[src/logic/mem_fault_pkg.sv]
// Package: offsets, field positions, reset values and carrier types of the memory fault status block
package mem_fault_pkg;

   // ****************************************
   // Register map
   // ****************************************
   localparam logic [7:0] STATUS_OFFSET = 8'h00;
   localparam logic [7:0] ADDRESS_OFFSET = 8'h04;
   localparam logic [7:0] CONTROL_OFFSET = 8'h08;
   localparam logic [7:0] SP_OFFSET = 8'h0c;
   localparam logic [7:0] PC_OFFSET = 8'h10;

   // ****************************************
   // Field positions and reset values
   // ****************************************
   localparam int INSTR_BIT = 0;
   localparam int DATA_BIT = 1;
   localparam int RESERVED_BIT = 2;
   localparam int UNSTACK_BIT = 3;
   localparam int VALID_BIT = 7;
   localparam int EXEC_NEVER_ENABLE_BIT = 0;
   localparam logic [3:0] FLAGS_RESET = 4'h0;
   localparam logic [31:0] WORD_RESET = 32'h0;
   localparam logic [31:0] CONTROL_RESET = 32'h00000001;

   // ****************************************
   // Carrier types
   // ****************************************
   typedef struct packed {
      logic cyc;
      logic stb;
      logic we;
      logic [3:0] sel;
      logic [7:0] adr;
      logic [31:0] dat;
   } wb_req_t;

   typedef struct packed {
      logic ack;
      logic [31:0] dat;
   } wb_rsp_t;

   // One-cycle fault report from the core pipeline
   typedef struct packed {
      logic fetch;
      logic fetchDenied;
      logic fetchInExecNever;
      logic dataAccess;
      logic dataDenied;
      logic unstack;
      logic [31:0] addr;
      logic [31:0] pc;
      logic [31:0] sp;
   } fault_evt_t;

   typedef enum logic [1:0] {
      FAULT_NONE = 2'b00,
      FAULT_INSTR = 2'b01,
      FAULT_DATA = 2'b10,
      FAULT_UNSTACK = 2'b11
   } fault_kind_t;

endpackage : mem_fault_pkg

[src/logic/mem_mgmt_fault_status_low.sv]
// Lower memory management fault status flags with fault address and stacking control
//
// Overview of operation
// - A failed context restore on exception return sets the unstack flag in bit 3 while the protection unit is on.
// - An unstack fault chains to the handler so the original return frame stays in memory.
// - On an unstack fault the stacked PC keeps its value, the stack pointer takes the reported value, and no new context save is started.
// - An unstack fault never loads the fault address register.
// - Each flag stays set until software writes 1 to its bit, and all flags reset to zero.
// - A load or store that its permissions forbid sets the data flag in bit 1 while the protection unit is on.
// - A data fault stacks the faulting instruction's PC and captures the access address.
// - A fetch from a location that forbids execution sets the instruction flag in bit 0.
// - A fetch from an execute-never region faults whether or not the protection unit is on.
// - An instruction fault stacks the faulting instruction's PC and leaves the address register alone.
// - The address register holds the faulting address whenever its valid flag is set.
`timescale 1ns/10ps
module mem_mgmt_fault_status_low
   import mem_fault_pkg::*;
(
   // Clock and reset
   input wire logic clk,
   input wire logic rst,
   // Register bus
   input wire mem_fault_pkg::wb_req_t wbReq,
   output mem_fault_pkg::wb_rsp_t wbRsp,
   // Fault reports from the core
   input wire mem_fault_pkg::fault_evt_t faultEvt,
   input wire logic mpuEnable,
   // Handler entry control
   output logic handlerEntry,
   output logic contextSave,
   output logic [31:0] stackedPc,
   output logic [31:0] stackPointer,
   output logic [3:0] statusFlags
);
   import mem_fault_pkg::*;

   // ****************************************
   // Fault classification
   // ****************************************
   fault_kind_t kind;
   logic instrHit;
   logic dataHit;
   logic unstackHit;
   logic [31:0] control;

   always_comb begin
      // Execute-never applies even with the protection unit off; it is a fixed map attribute
      instrHit = faultEvt.fetch && (faultEvt.fetchInExecNever ||
                 (mpuEnable && faultEvt.fetchDenied));
      dataHit = faultEvt.dataAccess && mpuEnable && faultEvt.dataDenied;
      unstackHit = faultEvt.unstack && mpuEnable;
      // Unstack faults take priority: the pipeline is idle during a return
      if (unstackHit) begin
         kind = FAULT_UNSTACK;
      end else if (dataHit) begin
         kind = FAULT_DATA;
      end else if (instrHit) begin
         kind = FAULT_INSTR;
      end else begin
         kind = FAULT_NONE;
      end
   end

   // ****************************************
   // Bus decode
   // ****************************************
   logic access;
   logic wrStrobe;
   logic rdStrobe;
   logic laneZero;
   logic selStatus;
   logic selAddress;
   logic selControl;
   logic selStack;
   logic selPc;
   logic [3:0] clearMask;
   logic clearValid;

   // Taken only while ack is low, so a strobe held through the answer is served once
   always_comb begin
      access = wbReq.cyc && wbReq.stb && !wbRsp.ack;
      wrStrobe = access && wbReq.we;
      rdStrobe = access && !wbReq.we;
      laneZero = wbReq.sel[0];
      selStatus = (wbReq.adr == STATUS_OFFSET);
      selAddress = (wbReq.adr == ADDRESS_OFFSET);
      selControl = (wbReq.adr == CONTROL_OFFSET);
      selStack = (wbReq.adr == SP_OFFSET);
      selPc = (wbReq.adr == PC_OFFSET);
   end

   // Only byte lane 0 carries writable bits
   always_comb begin
      clearMask = 4'h0;
      clearValid = 1'b0;
      if (wrStrobe && selStatus && laneZero) begin
         clearMask = wbReq.dat[3:0];
         clearMask[RESERVED_BIT] = 1'b0;
         clearValid = wbReq.dat[VALID_BIT];
      end
   end

   // ****************************************
   // Status flags
   // ****************************************
   logic [3:0] setMask;
   logic [3:0] next_statusFlags;

   // Every hit raises its own flag, even when another fault wins the stacking
   always_comb begin
      setMask = 4'h0;
      setMask[UNSTACK_BIT] = unstackHit;
      setMask[DATA_BIT] = dataHit;
      setMask[INSTR_BIT] = instrHit;
   end

   always_comb begin
      for (int i = 0; i < 4; i++) begin
         if (i == RESERVED_BIT) begin
            next_statusFlags[i] = 1'b0;
         end else if (setMask[i]) begin
            // A set in the same cycle as a clear wins
            next_statusFlags[i] = 1'b1;
         end else if (clearMask[i]) begin
            next_statusFlags[i] = 1'b0;
         end else begin
            next_statusFlags[i] = statusFlags[i];
         end
      end
   end

   always_ff @(posedge clk) begin
      if (rst) begin
         statusFlags <= FLAGS_RESET;
      end else begin
         statusFlags <= next_statusFlags;
      end
   end

   // ****************************************
   // Fault address
   // ****************************************
   logic [31:0] faultAddress;
   logic [31:0] next_faultAddress;
   logic addressValid;
   logic next_addressValid;

   always_comb begin
      next_faultAddress = faultAddress;
      next_addressValid = addressValid && !clearValid;
      // Only a data fault carries a meaningful address; its valid set beats a clear
      if (kind == FAULT_DATA) begin
         next_faultAddress = faultEvt.addr;
         next_addressValid = 1'b1;
      end else if (kind == FAULT_UNSTACK) begin
         next_faultAddress = faultAddress;
      end else if (kind == FAULT_INSTR) begin
         next_faultAddress = faultAddress;
      end
   end

   always_ff @(posedge clk) begin
      if (rst) begin
         faultAddress <= WORD_RESET;
         addressValid <= 1'b0;
      end else begin
         faultAddress <= next_faultAddress;
         addressValid <= next_addressValid;
      end
   end

   // ****************************************
   // Handler entry
   // ****************************************
   logic next_handlerEntry;
   logic next_contextSave;

   always_comb begin
      next_handlerEntry = 1'b0;
      next_contextSave = 1'b0;
      unique case (kind)
         FAULT_UNSTACK: begin
            // Chained entry: the return frame that failed to pop stays in memory
            next_handlerEntry = 1'b1;
            next_contextSave = 1'b0;
         end
         FAULT_DATA: begin
            next_handlerEntry = 1'b1;
            next_contextSave = 1'b1;
         end
         FAULT_INSTR: begin
            next_handlerEntry = 1'b1;
            next_contextSave = 1'b1;
         end
         FAULT_NONE: begin
            next_handlerEntry = 1'b0;
            next_contextSave = 1'b0;
         end
      endcase
   end

   always_ff @(posedge clk) begin
      if (rst) begin
         handlerEntry <= 1'b0;
         contextSave <= 1'b0;
      end else begin
         handlerEntry <= next_handlerEntry;
         contextSave <= next_contextSave;
      end
   end

   // ****************************************
   // Stacked frame
   // ****************************************
   logic [31:0] next_stackedPc;
   logic [31:0] next_stackPointer;

   always_comb begin
      next_stackedPc = stackedPc;
      next_stackPointer = stackPointer;
      unique case (kind)
         FAULT_UNSTACK: begin
            // The stacked PC is kept; the pointer of the failing return is taken from the report unadjusted
            next_stackedPc = stackedPc;
            next_stackPointer = faultEvt.sp;
         end
         FAULT_DATA: begin
            next_stackedPc = faultEvt.pc;
            next_stackPointer = faultEvt.sp;
         end
         FAULT_INSTR: begin
            next_stackedPc = faultEvt.pc;
            next_stackPointer = faultEvt.sp;
         end
         FAULT_NONE: begin
            next_stackedPc = stackedPc;
            next_stackPointer = stackPointer;
         end
      endcase
   end

   always_ff @(posedge clk) begin
      if (rst) begin
         stackedPc <= WORD_RESET;
         stackPointer <= WORD_RESET;
      end else begin
         stackedPc <= next_stackedPc;
         stackPointer <= next_stackPointer;
      end
   end

   // ****************************************
   // Control register
   // ****************************************
   logic [31:0] next_control;

   // Only bit 0 is stored; the other bits read zero
   always_comb begin
      next_control = control;
      if (wrStrobe && selControl && laneZero) begin
         next_control = {31'h0, wbReq.dat[EXEC_NEVER_ENABLE_BIT]};
      end
   end

   always_ff @(posedge clk) begin
      if (rst) begin
         control <= CONTROL_RESET;
      end else begin
         control <= next_control;
      end
   end

   // ****************************************
   // Bus answer
   // ****************************************
   wb_rsp_t next_wbRsp;

   always_comb begin
      next_wbRsp.ack = access;
      next_wbRsp.dat = 32'h0;
      if (rdStrobe) begin
         if (selStatus) begin
            // Reserved bits read as zero, and a flag in bits 0 to 3 set in this cycle already shows; the valid bit shows its registered value
            next_wbRsp.dat = {24'h0, addressValid, 3'h0, next_statusFlags & 4'hb};
         end else if (selAddress) begin
            next_wbRsp.dat = faultAddress;
         end else if (selControl) begin
            next_wbRsp.dat = control;
         end else if (selStack) begin
            next_wbRsp.dat = stackPointer;
         end else if (selPc) begin
            next_wbRsp.dat = stackedPc;
         end else begin
            // Unmapped offsets read zero
            next_wbRsp.dat = 32'h0;
         end
      end
   end

   always_ff @(posedge clk) begin
      if (rst) begin
         wbRsp <= '0;
      end else begin
         wbRsp <= next_wbRsp;
      end
   end

endmodule : mem_mgmt_fault_status_low

[config.mk]
export PLATFORM = sky130hd
export DESIGN_NAME = mem_mgmt_fault_status_low
export DESIGN_NICKNAME = d
export VERILOG_FILES = /design/src/logic/mem_fault_pkg.sv /design/src/logic/mem_mgmt_fault_status_low.sv
export SDC_FILE = /design/constraint.sdc
export NUM_CORES = 1
export LEC_CHECK = 0
export ABC_AREA = 1
export BUFFER_PORTS_ARGS = -buffer_cell sky130_fd_sc_hd__buf_2
export CORE_ASPECT_RATIO = 1.1
export CORE_MARGIN = 8
export CORE_UTILIZATION = 42
export DETAILED_ROUTE_END_ITERATION = 7
export PLACE_DENSITY = 0.76
export SLEW_MARGIN = 20
export SYNTH_ARGS = -nofsm -noshare
export SYNTH_HDL_FRONTEND = slang
export SYNTH_SLANG_ARGS = --single-unit
[constraint.sdc]
create_clock -name clk -period 1.6 [get_ports clk]
set_input_delay 0.16 -clock clk [delete_from_list [all_inputs] [get_ports clk]]
set_output_delay 0.16 -clock clk [all_outputs]
set_load 0.02 [all_outputs]
# --- Yosys cells after proc, flatten, opt, wreduce, memory -nomap -nowiden ---
# Cells that the tools add are included.
word_totals:
  regBits: 137
  in_bits: 152
  out_inout_bits: 103
  word_cells: 66
classes:
  eq_ne: 7
  n_mux: 21
  bitwise: 1
  reduce_logical: 25
op_table:
  columns: ["op", "n"]
  rows:
  - ["2-to-1 mux 32 bit", 6]
  - ["equality test 8 x 4 -> 1 bit, second input constant", 2]
  - ["logical AND 1 bit", 14]
  - ["2-to-1 mux 1 bit", 9]
  - ["equality test 8 x 3 -> 1 bit, second input constant", 1]
  - ["equality test 8 x 5 -> 1 bit, second input constant", 1]
  - ["logical NOT 8 bit", 1]
  - ["2-to-1 mux 8 bit", 1]
  - ["OR reduction 2 bit", 3]
  - ["OR reduction 3 bit", 2]
  - ["equality test 2 bit, second input constant", 2]
  - ["2-to-1 mux 2 bit", 2]
  - ["2-to-1 mux 4 bit", 1]
  - ["one-hot mux 1 bit (2 select lines)", 2]
  - ["logical NOT 1 bit", 3]
  - ["equality test 2 x 1 -> 1 bit, second input constant", 1]
  - ["logical NOT 2 bit", 1]
  - ["logical OR 1 bit", 1]
  - ["inverter 1 bit", 1]

# --- Logic depth before layout (Yosys ltp) ---
logic_depth:
  depth_word: 9
  mapped_depth: 11
  mapped_depth_nobuf: 9

# --- Worst setup path before layout ---
# No wires, ideal clock.
synth_path:
  kind: "input to register"
  start: "input port mpuEnable"
  end: "register stackPointer[10]"
  setup_time_ps: 116
  arrival_time_ps: 1482
  required_ps: 1484
  setup_slack_ps: 3
  cell_stages: 11
  path_buffers: 2
  cell_sequence: "nand2_1 > inv_1 > o21ai_0 > o21ai_0 > inv_1 > ha_1 > buf_2 > clkinv_1 > clkbuf_1 > nor2_1 > nor2_1"
synth_between:
  elab_chain_len: 7
  word_cells_on_any_way: 10
  cone_classes: "3 x mux; 7 x reduce/logical"
synth_rtl:
  columns: ["element", "line", "rtl"]
  rows:
  - ["from (decl)", "mem_mgmt_fault_status_low.sv:27", "input wire logic mpuEnable,"]
  - ["logical AND 1 bit", "mem_mgmt_fault_status_low.sv:49", "(mpuEnable && faultEvt.fetchDenied));"]
  - ["logical OR 1 bit", "mem_mgmt_fault_status_low.sv:48", "instrHit = faultEvt.fetch && (faultEvt.fetchInExecNever ||"]
  - ["logical AND 1 bit", "mem_mgmt_fault_status_low.sv:48", null]
  - ["2-to-1 mux 1 bit", "mem_mgmt_fault_status_low.sv:57", "end else if (instrHit) begin"]
  - ["2-to-1 mux 2 bit", "mem_mgmt_fault_status_low.sv:55", "end else if (dataHit) begin"]
  - ["2-to-1 mux 2 bit *", "mem_mgmt_fault_status_low.sv:53", "if (unstackHit) begin"]
  - ["logical NOT 2 bit *", "mem_mgmt_fault_status_low.sv:221", "unique case (kind)"]
  - ["to (signal assigned)", "mem_mgmt_fault_status_low.sv:248", "stackPointer <= next_stackPointer;"]
  - ["to (decl)", "mem_mgmt_fault_status_low.sv:32", "output logic [31:0] stackPointer,"]
# Every way passes the cells marked *; elsewhere a longest branch is shown, timed or not.
# A chain may end at the register's enable or synchronous reset.

# --- Worst setup path after layout ---
layout_path:
  start: "register wbRsp[32] (netlist name)"
  end: "register wbRsp[23] (netlist name)"
layout_between:
  elab_chain_len: 5
layout_rtl:
  columns: ["element", "line", "rtl"]
  rows:
  - ["from (decl)", "mem_mgmt_fault_status_low.sv:24", "output mem_fault_pkg::wb_rsp_t wbRsp,"]
  - ["from (signal assigned)", "mem_mgmt_fault_status_low.sv:304", "wbRsp <= next_wbRsp;"]
  - ["logical NOT 1 bit", "mem_mgmt_fault_status_low.sv:81", "access = wbReq.cyc && wbReq.stb && !wbRsp.ack;"]
  - ["logical AND 1 bit", "mem_mgmt_fault_status_low.sv:81", null]
  - ["logical AND 1 bit", "mem_mgmt_fault_status_low.sv:83", "rdStrobe = access && !wbReq.we;"]
  - ["inverter 1 bit (no source line)", null, null]
  - ["OR reduction 3 bit (no source line)", null, null]
# Every way passes these cells.

==> summary.txt <==
Clocking
  – Longest Clk Path Bufs: 2
  – CTS root buffer: clkbuf_16
  – Cts bufs inserted: 17
  – Clock Sinks: 136
  – Insertion delay to the later sink of the worst-skew pair: 420 ps
  – CTS tree: yes
  – Post-CTS Setup Inserts: 0
  – H-tree Lvls: 4
  – Reg clk slew, reported paths: 60 ps

Worst setup path
  – Crit. path cell count: 7
  – WS Path Type: reg -> reg
  – CP Launch Point: wbRsp[32]$_SDFF_PP0_
  – Crit-path max cell delay: 300 ps
  – Startpoint types: flip-flop
  – Worst r2r src: wbRsp[32]$_SDFF_PP0_
  – Worst reg2reg path endpoint: wbRsp[23]$_SDFF_PP0_
  – CP delay by family, top: simple AND/OR/NAND/NOR gates
  – Crit path arrival time: 1790 ps
  – Reg2Reg Depth: 7
  – Buf+Inv Stages, Crit Path: 3
  – Worst Setup End Kind: flip-flop
  – CP Max Fanout: 13
  – Critical Path End: wbRsp[23]$_SDFF_PP0_
  – CP Cell Sequence: nand3b_1, nor3_2, nand2_4, inv_2, buf_4, nand2_1, inv_1
  – CP required: 1960 ps
  – CP max stage cell: dfxtp_1
  – Reg2Reg Setup Slack: 170 ps

Floorplan
  – # IOs: 255
  – Die Area: 16,800 um^2
  – DIE HEIGHT: 135 um
  – Row count: 43
  – Effective utilization at floorplan: 0.431
  – CORE AREA: 12,600 um^2
  – Chip Width: 124 um

Routing
  – Drt initial violations: 369
  – DRC errors left: 0
  – Routed WL: 19,500 um
  – Post-route ant nets: 0
  – Drt pass-1 iters: 4
  – Routed length per instance: 16.0 um
  – Vias: 6,004
  – Via/cell ratio: 4.91

Synth
  – Top FF cell, synth: dfxtp_1
  – Yosys top cell area share: 0.502
  – Post-synth EDFFs: 0
  – Most area-consuming cells after synthesis: dfxtp_1 (50%), nor2_1 (13%), nand2_1 (9.8%)
  – Yosys warns: 0
  – Mean area per synthesized cell: 7.31 um^2
  – #FFs+latches synth: 136
  – Yosys top cell by area: dfxtp_1
  – Synth cell count leaders: nor2_1 (191), nand2_1 (142), dfxtp_1 (136), o21ai_0 (99), inv_1 (46)
  – Post-synthesis sequential area ratio: 0.502
  – Most frequent cell after synthesis: nor2_1
  – Distinct cell type count after synthesis: 30
  – Syn Inst Count: 742
  – Async SR Flop Fraction: 0
  – Mapped Area: 5420 um^2
  – Net Count, Synth: 896

Cells and area
  – Synthesis-to-layout area growth: 52.0%
  – Share of layout cells above drive strength 1: 0.279
  – Fillcell total: 1,062
  – Final nets: 1,207
  – Final core occ: 0.655

Pwr
  – Pleak: 4.24 nW
  – Sw Pwr: 0.00249 W
  – Switching share of power: 0.272
  – Clock power frac: 0.413
  – Part of the power in registers: 0.419
  – Maximum vdd drop: 0.000809 V
  – Pwr dens: 1110 nW/um^2
  – Internal power: 0.00667 W
  – Combinational power share: 0.168

GRT
  – Largest net degree at the start of global routing: 64
  – Number of global-route vias before repair: 6,165
  – Total grt overflow: 0
  – Initial antenna violation count: 1
  – First-pass GRT wire length: 30,900 um
  – Overall routing resource usage: 0.228

Run status
  – Status: finished, final reports clean

Timing
  – Fin crit share: 0.893
  – Setup violations, final: 0
  – Unrepaired setup endpoints after global routing: no
  – Hold WS: 14.6 ps
  – F_max: 700 MHz
  – Post-layout min period: 1430 ps
  – Final Hold Vio Count: 0
  – Pins Over Slew Limit: 0
  – Max Clock Skew: 7.11 ps

Min path
  – Worst Hold Class: in -> reg

Flow run
  – Max-Cap Viols: 0

Placement
  – Number of buffers added on ports: 222
  – Routability cong.: 0.813
  – DPL Wire Length: 12,600 um
## registers in the layout, summed over array words and instances, names as in the netlist
name / flops
control: 1
addressValid: 1
contextSave: 1
stackPointer: 32
faultAddress: 32
statusFlags: 3
handlerEntry: 1
wbRsp: 33
stackedPc: 32
## worst reg2reg max path, cell delays in order (launching register included)
cell	delay, ps
dfxtp_1	300
nand3b_1	200
nor3_2	290
nand2_4	130
inv_2	100
buf_4	210
nand2_1	100
inv_1	50
## what timing repair did
item,in CTS,in global routing
gates resized for setup,0,0
hold endpoints to repair,87,0
hold buffers,87,0
## power groups by stage
stage          Clock (W)  Combinational, W  Sequential, W
2_1_floorplan          0          0.000495        0.00411
3_3_place_gp           0           0.00132        0.00390
3_5_place_dp           0           0.00134        0.00390
4_1_cts          0.00384           0.00151        0.00383
5_1_grt          0.00400           0.00167        0.00387
6_report         0.00379           0.00153        0.00384
## how the worst min path moves through the flow
stage                       startpoint                            end  cells after the start
after global routing      faultEvt[11]  stackPointer[11]$_SDFFE_PP0P_                      3
after CTS                 faultEvt[20]  stackPointer[20]$_SDFFE_PP0P_                      3
after floorplan           faultEvt[64]   faultAddress[0]$_SDFFE_PP0N_                      2
after global placement    faultEvt[69]   faultAddress[5]$_SDFFE_PP0N_                      3
final                     faultEvt[47]     stackedPc[15]$_SDFFE_PP0P_                      3
after detailed placement  faultEvt[85]  faultAddress[21]$_SDFFE_PP0N_                      3
## cell type report
type                    instances  area (um^2)  share of cell area
flip-flops and latches        136         2720               0.330
inverters                      51          191              0.0232
multi-input cells             515         2270               0.275
clock buffers                  21          470              0.0571
well taps                     157          196              0.0238
clock inverters                 9          100              0.0121
diodes                          1         2.50            0.000304
repair buffers                332         2290               0.278
## cells by family after synthesis
logic type      after synthesis  synth area share
compound gates              116             0.109
fa+ha+maj                     2           0.00461
buf+inv                      91            0.0798
flops                       136             0.502
other cells                   1          0.000692
simple gates                396             0.304
## metrics by stage
stage | worst slack, ps | area, um^2 | instances | TNS (ps) | total power (W)
detailed placement | -44.2 | 6800 | 1104 | -173 | 0.00525
floorplan | 2.66 | 5420 | 742 | 0 | 0.00460
CTS | 152 | 8240 | 1221 | 0 | 0.00919
global placement | -13.8 | 6800 | 1104 | -23.3 | 0.00522
finish | 172 | 8240 | 1222 | 0 | 0.00916
global route | 17.1 | 8240 | 1221 | 0 | 0.00954
## routing by layer
| layer | GRT usage | vias up | part of all wire |
|---|---|---|---|
| met4 | 0.123 | 2 | 0.034 |
| li1 | - | 2949 | - |
| met3 | 0.0709 | 63 | 0.078 |
| met1 | 0.240 | 2709 | 0.38 |
| met2 | 0.403 | 281 | 0.50 |
| met5 | 0 | - | 0.00077 |
## cell usage in the layout (no fill, tap or decap), drive strengths merged, types with 2 or more instances in the layout
cell | netlist | final
dlygate4sd3 | 0 | 87
clkinvlp | 0 | 2
clkbuf | 27 | 21
bufinv | 0 | 2
dfxtp | 136 | 136
inv | 49 | 49
o21ai | 99 | 99
buf | 13 | 245
nand2 | 149 | 149
nand4 | 2 | 2
nor2 | 198 | 198
nor3 | 2 | 2
ha | 2 | 2
clkinv | 2 | 7
nand3 | 43 | 43
a21oi | 15 | 15
Note: power is estimated with default switching activity, not from simulation.
